<file path="src/lpcg_pkg.sv">
// Package: register map, field layout and state encodings of the low-power clock gating control
package lpcg_pkg;

   // ----------------------------------------
   // Register offsets (byte addresses)
   // ----------------------------------------
   localparam logic [11:0] LPCG_RUN_GATING_REG2_OFF = 12'h108;
   localparam logic [11:0] LPCG_SLEEP_GATING_REG2_OFF = 12'h118;
   localparam logic [11:0] LPCG_DEEP_SLEEP_GATING_REG2_OFF = 12'h128;
   localparam logic [11:0] LPCG_RUN_CLOCK_CONFIG_OFF = 12'h060;
   localparam logic [11:0] LPCG_MODE_CTRL_OFF = 12'h200;
   localparam logic [11:0] LPCG_FAULT_STATUS_OFF = 12'h204;
   localparam logic [31:0] LPCG_SYSCTL_BASE = 32'h400FE000;

   // ----------------------------------------
   // Field positions
   // ----------------------------------------
   localparam int LPCG_ETH_PHY_BIT = 30;
   localparam int LPCG_ETH_MAC_BIT = 28;
   localparam int LPCG_PORT_A_BIT = 0;
   localparam int LPCG_NUM_PORTS = 7;
   localparam int LPCG_NUM_UNITS = 9;
   localparam int LPCG_AUTO_GATING_BIT = 27;

   // Writable masks
   localparam logic [31:0] LPCG_GATE2_MASK = 32'h5000007F;
   localparam logic [31:0] LPCG_SLEEP2_MASK = 32'h0000003F;
   localparam logic [31:0] LPCG_RCC_MASK = 32'h08000000;
   localparam logic [31:0] LPCG_MODE_MASK = 32'h00000003;

   // ----------------------------------------
   // Reset values
   // ----------------------------------------
   localparam logic [31:0] LPCG_GATE2_RESET = 32'h00000000;
   localparam logic [31:0] LPCG_RCC_RESET = 32'h00000000;

   // Power state, one-hot
   typedef enum logic [2:0]
   {
      LPCG_ST_RUN = 3'h1,
      LPCG_ST_SLEEP = 3'h2,
      LPCG_ST_DEEP = 3'h4
   } lpcg_state_t;

   localparam logic [1:0] LPCG_MODE_RUN = 2'h0;
   localparam logic [1:0] LPCG_MODE_SLEEP = 2'h1;
   localparam logic [1:0] LPCG_MODE_DEEP = 2'h2;

endpackage : lpcg_pkg

</file>
<file path="src/lpcg_unit_guard.sv">
// Per-unit clock gate and bus-fault guard for one peripheral
`timescale 1ns/1ps

module lpcg_unit_guard
(
   input wire logic clk_sys,
   input wire logic reset,
   input wire logic enable,
   input wire logic unit_access,
   output logic unit_clk_en,
   output logic unit_disable,
   output logic unit_fault
);

   // Registered so the gate enable never glitches mid-cycle
   always_ff @(posedge clk_sys)
   begin
      if (reset)
      begin
         unit_clk_en <= 1'b0;
         unit_disable <= 1'b1;
         unit_fault <= 1'b0;
      end
      else
      begin
         unit_clk_en <= enable;
         unit_disable <= ~enable;
         unit_fault <= unit_access & ~enable;
      end
   end

endmodule : lpcg_unit_guard

</file>
<file path="src/lpcg_ctrl.sv">
// Top: low-power clock gating control with APB register slave
//
// Contract
// - A peripheral gets its clock when its gating bit is one, otherwise it is stopped and held disabled.
// - Any access to a peripheral whose clock is gated off is answered with a bus fault.
// - Every gating bit is zero after reset so all controlled peripherals start unclocked.
// - Separate run, sleep and deep-sleep gating registers exist; run and deep-sleep share one bit assignment, sleep holds ports F to A only.
// - Sleep and deep-sleep gating registers act only while the auto-gating bit is set.
// - The deep-sleep gating register is a 32-bit word at offset 0x128 of the system control base.
// - Bit 30 of the deep-sleep register enables the Ethernet PHY clock in deep sleep.
// - Bit 28 of the deep-sleep register enables the Ethernet MAC clock in deep sleep.
// - Bits 6 to 0 of the deep-sleep register enable ports G to A in deep sleep.
// - Bits 31, 29 and 27:7 are read-only zero; software keeps them unchanged.
// - Bits 5 to 0 of the sleep register enable ports F to A and reset to zero.
`timescale 1ns/1ps

module lpcg_ctrl
(
   input wire logic clk_sys,
   input wire logic reset,
   // APB slave
   input wire logic psel,
   input wire logic penable,
   input wire logic pwrite,
   input wire logic [11:0] paddr,
   input wire logic [31:0] pwdata,
   output logic [31:0] prdata,
   output logic pready,
   output logic pslverr,
   // Accesses toward gated units: [6:0] ports A..G, [7] MAC, [8] PHY
   input wire logic [8:0] unit_access,
   output logic [8:0] unit_clk_en,
   output logic [8:0] unit_disable,
   output logic [8:0] unit_fault,
   output logic [2:0] power_state
);

   // ----------------------------------------
   // Registers
   // ----------------------------------------
   logic [31:0] run_gating_reg2;
   logic [31:0] sleep_gating_reg2;
   logic [31:0] deep_sleep_gating_reg2;
   logic [31:0] run_clock_config;
   logic [1:0] mode_request;
   logic [8:0] fault_seen;
   lpcg_pkg::lpcg_state_t state;
   lpcg_pkg::lpcg_state_t next_state;

   // Maps a gating register to the unit vector: ports, MAC, PHY
   function automatic logic [8:0] lpcg_units(input logic [31:0] r);
      lpcg_units = {r[lpcg_pkg::LPCG_ETH_PHY_BIT], r[lpcg_pkg::LPCG_ETH_MAC_BIT],
                    r[lpcg_pkg::LPCG_PORT_A_BIT +: lpcg_pkg::LPCG_NUM_PORTS]};
   endfunction : lpcg_units

   // ----------------------------------------
   // APB decode
   // ----------------------------------------
   wire setup = psel & ~penable;
   wire access = psel & penable;
   wire wr = access & pwrite;
   wire hit_run = (paddr == lpcg_pkg::LPCG_RUN_GATING_REG2_OFF);
   wire hit_sleep = (paddr == lpcg_pkg::LPCG_SLEEP_GATING_REG2_OFF);
   wire hit_deep = (paddr == lpcg_pkg::LPCG_DEEP_SLEEP_GATING_REG2_OFF);
   wire hit_rcc = (paddr == lpcg_pkg::LPCG_RUN_CLOCK_CONFIG_OFF);
   wire hit_mode = (paddr == lpcg_pkg::LPCG_MODE_CTRL_OFF);
   wire hit_fault = (paddr == lpcg_pkg::LPCG_FAULT_STATUS_OFF);
   wire hit_any = hit_run | hit_sleep | hit_deep | hit_rcc | hit_mode | hit_fault;
   wire auto_gating_select = run_clock_config[lpcg_pkg::LPCG_AUTO_GATING_BIT];

   logic [31:0] read_mux;
   assign read_mux = hit_run ? run_gating_reg2 :
                     hit_sleep ? sleep_gating_reg2 :
                     hit_deep ? deep_sleep_gating_reg2 :
                     hit_rcc ? run_clock_config :
                     hit_mode ? {30'h0, mode_request} :
                     hit_fault ? {23'h0, fault_seen} : 32'h00000000;

   // No wait state: answer in the cycle after the setup phase
   always_ff @(posedge clk_sys)
   begin
      if (reset)
      begin
         pready <= 1'b0;
         pslverr <= 1'b0;
         prdata <= 32'h00000000;
      end
      else
      begin
         pready <= setup;
         pslverr <= setup & ~hit_any;
         prdata <= (setup & ~pwrite & hit_any) ? read_mux : 32'h00000000;
      end
   end

   wire wr_done = wr & pready;

   // Reserved bits never store: masks keep them zero
   always_ff @(posedge clk_sys)
   begin
      if (reset)
      begin
         run_gating_reg2 <= lpcg_pkg::LPCG_GATE2_RESET;
         sleep_gating_reg2 <= lpcg_pkg::LPCG_GATE2_RESET;
         deep_sleep_gating_reg2 <= lpcg_pkg::LPCG_GATE2_RESET;
         run_clock_config <= lpcg_pkg::LPCG_RCC_RESET;
         mode_request <= lpcg_pkg::LPCG_MODE_RUN;
      end
      else if (wr_done)
      begin
         if (hit_run)
            run_gating_reg2 <= pwdata & lpcg_pkg::LPCG_GATE2_MASK;
         else if (hit_sleep)
            sleep_gating_reg2 <= pwdata & lpcg_pkg::LPCG_SLEEP2_MASK;
         else if (hit_deep)
            deep_sleep_gating_reg2 <= pwdata & lpcg_pkg::LPCG_GATE2_MASK;
         else if (hit_rcc)
            run_clock_config <= pwdata & lpcg_pkg::LPCG_RCC_MASK;
         else if (hit_mode)
            mode_request <= pwdata[1:0] & lpcg_pkg::LPCG_MODE_MASK[1:0];
      end
   end

   // ----------------------------------------
   // Power state machine
   // ----------------------------------------
   always_comb
   begin
      next_state = state;
      case (mode_request)
         lpcg_pkg::LPCG_MODE_SLEEP: next_state = lpcg_pkg::LPCG_ST_SLEEP;
         lpcg_pkg::LPCG_MODE_DEEP: next_state = lpcg_pkg::LPCG_ST_DEEP;
         default: next_state = lpcg_pkg::LPCG_ST_RUN;
      endcase
   end

   always_ff @(posedge clk_sys)
   begin
      if (reset)
      begin
         state <= lpcg_pkg::LPCG_ST_RUN;
         power_state <= 3'h1;
      end
      else
      begin
         state <= next_state;
         power_state <= next_state;
      end
   end

   // Low-power registers only take over when auto gating is on
   logic [31:0] active_gate;
   always_comb
   begin
      active_gate = run_gating_reg2;
      case (state)
         lpcg_pkg::LPCG_ST_SLEEP:
            if (auto_gating_select)
               active_gate = sleep_gating_reg2;
         lpcg_pkg::LPCG_ST_DEEP:
            if (auto_gating_select)
               active_gate = deep_sleep_gating_reg2;
         default: active_gate = run_gating_reg2;
      endcase
   end

   wire [8:0] unit_enable = lpcg_units(active_gate);
   wire [8:0] fault_raw;

   // ----------------------------------------
   // Per-unit gates
   // ----------------------------------------
   genvar gi;
   generate
      for (gi = 0; gi < lpcg_pkg::LPCG_NUM_UNITS; gi++)
      begin : g_unit
         lpcg_unit_guard u_guard
         (
            .clk_sys(clk_sys),
            .reset(reset),
            .enable(unit_enable[gi]),
            .unit_access(unit_access[gi]),
            .unit_clk_en(unit_clk_en[gi]),
            .unit_disable(unit_disable[gi]),
            .unit_fault(fault_raw[gi])
         );
      end
   endgenerate

   assign unit_fault = fault_raw;

   // Sticky record of faults; write-one-to-clear, a new fault wins over the clear
   wire [8:0] fault_clr = (wr_done & hit_fault) ? pwdata[8:0] : 9'h000;
   always_ff @(posedge clk_sys)
   begin
      if (reset)
         fault_seen <= 9'h000;
      else
         fault_seen <= (fault_seen & ~fault_clr) | fault_raw;
   end

endmodule : lpcg_ctrl

</file>
<file path="config.mk">
export PLATFORM = sky130hd
export DESIGN_NAME = lpcg_ctrl
export DESIGN_NICKNAME = d
export VERILOG_FILES = /design/src/lpcg_pkg.sv /design/src/lpcg_unit_guard.sv /design/src/lpcg_ctrl.sv
export SDC_FILE = /design/constraint.sdc
export NUM_CORES = 1
export LEC_CHECK = 0
export BUFFER_PORTS_ARGS = -buffer_cell sky130_fd_sc_hd__buf_2
export CORE_AREA = 10 10 107 109
export DETAILED_ROUTE_END_ITERATION = 10
export DIE_AREA = 0 0 117 119
export PLACE_DENSITY = 0.66
export SYNTH_ARGS = -nofsm -noshare
export SYNTH_HDL_FRONTEND = slang
export SYNTH_SLANG_ARGS = --single-unit
export TNS_END_PERCENT = 30
</file>
<file path="constraint.sdc">
create_clock -name clk_sys -period 4.4 [get_ports clk_sys]
set_input_delay 0 -clock clk_sys [delete_from_list [all_inputs] [get_ports clk_sys]]
set_output_delay 0 -clock clk_sys [all_outputs]
set_load 0.05 [all_outputs]
</file>
==> flow_summary.ini, run 1 <==
[sta]
fin_tns_setup_ns = 0
rsz0062_at_grt = no
hold_viol = 0
setup_slack_ns = 1.78
clock_skew_ns = 0.0142
post-route-period-util = 0.595
worst_slew_pin_slew_ns = 0.955
finalMaxSlewViolations = 0
fmaxAchievable_ghz = 0.382
setup_viol = 0
period_needed_ns = 2.62
relSlewSlack = 0.358

[logic_synthesis]
synth_edf_count = 0
yosysMostFrequentCell = dfxtp_1
syn_area_um2 = 3670
synth.distinct_cells = 47
ys_seq_area_frac = 0.437
post-synth-top-area-cell = dfxtp_1
ys_ff_latch = 80
yosys_most_used_dff = dfxtp_1
synthCells = 375
synth_common_cells = 80 x dfxtp_1, 49 x buf_4, 32 x nor2_1
syn_area_per_cell_um2 = 9.78
yosys.area.top_type_share = 0.437
ys_async_sr_fraction = 0
ys_warn_count = 0
synthTopCellsByArea = dfxtp_1 44%, buf_4 10%, mux2i_1 6.5%

[clocking]
h-tree-depth = 3
post_cts_buffers = 0
clock_sinks = 80
cts_buffer_depth = 2
cts_tree = yes
numCtsBuffers = 9
clock_latency_ns = 0.36
path_clk_slew_ns = 0.09
cts-root-buf = clkbuf_8
post_cts_resized = 0

[floorplanning]
die_area_um2 = 13900
std_cell_rows = 36
die_h_um = 119
io_pins = 122
fp.coreArea_um2 = 9460
initial_utilization = 0.388
die_w_um = 117

[final_layout]
utilization = 0.452
fin_nets = 502
layoutNonFillerInstCount = 561
nFillCells = 927
seq_area_um2 = 1600
multi_input_area_um2 = 1670
areaGrowthSynthToFinish_pct = 16.6
diodes = 0
layout-drive-gt1-share = 0.273

[pwr]
power_density_nw_per_um2 = 339
power.leakage_uw = 0.00165
intPower_uw = 1050
swShare = 0.279
pwr-share-clk = 0.388
pwr-share-seq = 0.512
vdd_ir_drop_max_v = 0.000126
power_switching_uw = 404
p_comb_frac = 0.101

[grt]
grt_overflow = 0
antenna_found_initial = 0
grt_pass1_wl_um = 15500
grt_max_degree = 69
grt_use_total = 0.140
grt_pass1_vias = 3071

[route]
num_vias = 2916
vias_per_cell = 5.20
drt_iter0_markers = 190
drc = 0
route.detailed.wl_per_inst_um = 17.8
antenna_left = 0
drt-pass1-iter-count = 5
wl_um = 9990

[setup_path]
critPathKind = flop to flop
path_cells = nand4_1 -> nor4_4 -> mux2i_1 -> nor2_1
r2r_cells = 4
arrival_ns = 2.85
worstPathMaxFanout = 15
worstPathRequired_ns = 4.63
worstReg2RegStart = pready
slowest_delay_ns = 1.07
reg2reg_to = run_gating_reg2[4]
crit_path_start = pready
slowest_stage = nor4_4
endpoint_kind = flop
worstSetupEndpoint = run_gating_reg2[4]
start_kind = flop
r2r_slack_ns = 1.78

[worst_hold_path]
hold_depth = 3
hold_class = input pin to flop

[placed_design]
dp_slack_ns = 1.81
routabilityCongestion = 0.814
io_buffer_count = 81
dpl.cell_count = 524
dp_hpwl_um = 6980

[job]
maxCapViolCount = 0

[outcome]
status = finished, final reports clean
==> stage by stage <==
| stage | power [µW] | hold slack (ns) | instance area, µm² |
|---|---|---|---|
| after floorplan | 871 | 0.0922 | 3740 |
| after global placement | 887 | 0.199 | 3870 |
| after detailed placement | 889 | 0.206 | 3870 |
| after CTS | 1450 | 0.0354 | 4280 |
| after global routing | 1490 | 0.0857 | 4280 |
| final | 1450 | 0.0507 | 4280 |
==> critical path, delay by kind of cell, from the launching register on <==
family / cells / cell delay (ns)
multiplexers: 1 / 0.29
AND/OR/NAND/NOR: 3 / 1.85
flip-flops: 1 / 0.35
==> how the worst min path moves through the flow <==
| stage | start | to | slack [ns] |
|---|---|---|---|
| after floorplan | penable | pready | 0.09 |
| after global placement | penable | pready | 0.20 |
| after detailed placement | reset | pready | 0.21 |
| after CTS | pwdata[7] | fault_seen[7] | 0.04 |
| after global routing | pwrite | prdata[27] | 0.09 |
| final | pwdata[7] | fault_seen[7] | 0.05 |
==> cells by family after synthesis <==
| logic type | share of synthesized area |
|---|---|
| flip-flops | 0.437 |
| AND/OR/NAND/NOR | 0.217 |
| other | 0.00102 |
| buffers and inverters | 0.132 |
| adder cells (fa/ha/maj) | 0.00682 |
| multiplexers | 0.0655 |
| AO/OA/AOI/OAI | 0.141 |
==> flip-flops by register name, summed over array words and instances (netlist names) <==
name / flops
mode_request: 2
g_unit.u_guard.unit_clk_en: 9
run_clock_config: 1
g_unit.u_guard.unit_disable: 9
pslverr: 1
pready: 1
g_unit.u_guard.unit_fault: 9
sleep_gating_reg2: 6
run_gating_reg2: 9
state: 3
prdata: 12
deep_sleep_gating_reg2: 9
fault_seen: 9
==> layout by cell type, fill, tap and decap left out, types with 4 or more instances in the layout <==
master	n
buf_2	81
dfxtp_1	80
nor2_1	32
mux2i_1	24
dlygate4sd3_1	21
conb_1	20
nor3b_1	17
o21ai_0	15
a22o_1	13
nor2b_1	10
nand3_1	10
a21oi_1	10
a311oi_1	9
clkbuf_8	9
inv_1	7
nand2b_1	7
nand2_1	6
a221oi_1	6
and3_1	5
a22oi_1	5
nor4_2	4
a32oi_1	4
or2_2	4
==> area by class of cell <==
| class | instances | area share |
|---|---|---|
| multi-input cells | 239 | 0.390 |
| flip-flops and latches | 80 | 0.374 |
| repair buffers | 105 | 0.149 |
| well taps | 114 | 0.0333 |
| clock buffers | 9 | 0.0290 |
| clock inverters | 7 | 0.0181 |
| inverters | 7 | 0.00614 |
==> routing by layer <==
layer	routed length [µm]	global-route usage
met2	5240	0.256
met5	0	0
met1	3970	0.152
met4	186	0.0510
met3	584	0.0321
==> repair_timing <==
item	CTS	global route
hold buffers	21	0
endpoints found under the hold margin	37	0
endpoints found under the setup margin	0	0
==> power by group through the flow <==
stage / sequential, µW / combinational [µW] / clock (µW)
after floorplan: 759 / 113 / 0
after global placement: 758 / 128 / 0
after detailed placement: 759 / 130 / 0
after CTS: 742 / 145 / 564
after global routing: 743 / 155 / 592
final: 742 / 146 / 562
No activity file was read; power rests on OpenSTA's default activity.
==> run 2: changes to the inputs <==
PLACE_DENSITY = 0.68   (was 0.66)
clock period = 2.26 ns   (was 4.4 ns; I/O delays follow)
==> flow_summary.ini, run 2 (synthesis results as in run 1) <==
[sta]
fin_tns_setup_ns = 0
hold_ws_ns = 0.0343
rsz0062_at_grt = no
fmaxAchievable_ghz = 0.549
setup_viol = 0
period_needed_ns = 1.82
worst_slew_pin_slew_ns = 0.672
post-route-period-util = 0.806
hold_viol = 0
finalMaxSlewViolations = 0
clock_skew_ns = 0.0113
relSlewSlack = 0.550
setup_slack_ns = 0.438

[placed_design]
dp_slack_ns = 0.280
dpl.cell_count = 536
dpl_cell_area_um2 = 3950
dp_hpwl_um = 7220
io_buffer_count = 81
routabilityCongestion = 0.855

[route]
wl_um = 10100
drc = 0
drt-pass1-iter-count = 4
num_vias = 3002
drt_iter0_markers = 204
antenna_left = 0
route.detailed.wl_per_inst_um = 17.5
vias_per_cell = 5.23

[setup_path]
worstPathRequired_ns = 2.49
worstPathMaxFanout = 10
start_kind = flop
r2r_slack_ns = 0.44
arrival_ns = 2.05
critPathKind = flop to flop
endpoint_kind = flop

[final_layout]
final_area_um2 = 4370
final_cell_mix = 81 x buf_2, 80 x dfxtp_1, 32 x nor2_1, 24 x mux2i_1, 21 x dlygate4sd3_1
layout-drive-gt1-share = 0.292
fin_nets = 514
mostFrequentLayoutCell = buf_2
nFillCells = 906
largest-register = prdata
largest_register_ffs = 12
layoutNonFillerInstCount = 574
areaGrowthSynthToFinish_pct = 19.1

[pwr]
pwr-share-seq = 0.506
p_comb_frac = 0.101
power_switching_uw = 803
power_density_nw_per_um2 = 653
swShare = 0.282
power.leakage_uw = 0.00170
intPower_uw = 2050
pwr-share-clk = 0.393
vdd_ir_drop_max_v = 0.000292

[job]
maxCapViolCount = 0

[clocking]
numCtsBuffers = 9
clock_latency_ns = 0.37
h-tree-depth = 3
path_clk_slew_ns = 0.09
clock_sinks = 80
cts_tree = yes
post_cts_buffers = 0
hold_buffers = 21
cts-root-buf = clkbuf_8
cts_buffer_depth = 2
post_cts_resized = 0

[floorplanning]
die_h_um = 119
std_cell_rows = 36
die_area_um2 = 13900
initial_utilization = 0.388
die_w_um = 117
io_pins = 122
fp.coreArea_um2 = 9460

[grt]
grt_pass1_wl_um = 15800
grt_max_degree = 69
grt_pass1_vias = 3073
grt_use_total = 0.142
grt_overflow = 0
antenna_found_initial = 1

[outcome]
status = finished, final reports clean

[worst_hold_path]
hold_class = input pin to flop
-- run 2: critical path, cell delays in order, from the launching register on --
cell and delay (ns):
dfxtp_1 0.33, nand4_1 0.36, buf_4 0.33, nor4_1 0.35, mux2i_1 0.26, nor2_1 0.05
-- run 2: final cells by class --
class,instances,area (µm²),area share
clock inverter,7,85.1,0.0195
antenna,1,2.50,0.000573
inverter,7,26.3,0.00601
timing repair buffer,117,728,0.167
tap,114,143,0.0326
multi-input combinational,239,1660,0.380
clock buffer,9,124,0.0284
sequential,80,1600,0.367
-- run 2: layer usage --
metal / up-vias / part of all wire / track usage
met2: 121 / 0.51 / 0.240
li1: 1446 / - / -
met4: 0 / 0.030 / 0.0688
met1: 1414 / 0.39 / 0.160
met5: - / 0 / 0
met3: 21 / 0.071 / 0.0392
-- run 2: power groups by stage --
stage / Clock (µW) / Combinational, µW / Sequential [µW]
after CTS: 1140 / 285 / 1440
final: 1120 / 287 / 1440
after global routing: 1190 / 304 / 1450
after floorplan: 0 / 219 / 1480
after global placement: 0 / 251 / 1480
after detailed placement: 0 / 256 / 1480
-- run 2: final timing paths --
check | endpoint | startpoint | cells past startpoint
setup reg to reg | run_clock_config[27] | pready | 5
setup / recovery | run_clock_config[27] | pready | 5
hold / removal | fault_seen[7] | pwdata[7] | 3
hold reg to reg | prdata[8] | fault_seen[8] | 1
-- run 2: metrics by stage --
stage | power [µW] | util
2_1_floorplan | 1700 | -
3_3_place_gp | 1730 | 0.417
3_5_place_dp | 1730 | 0.417
4_1_cts | 2870 | 0.462
5_1_grt | 2940 | 0.462
6_report | 2850 | 0.462
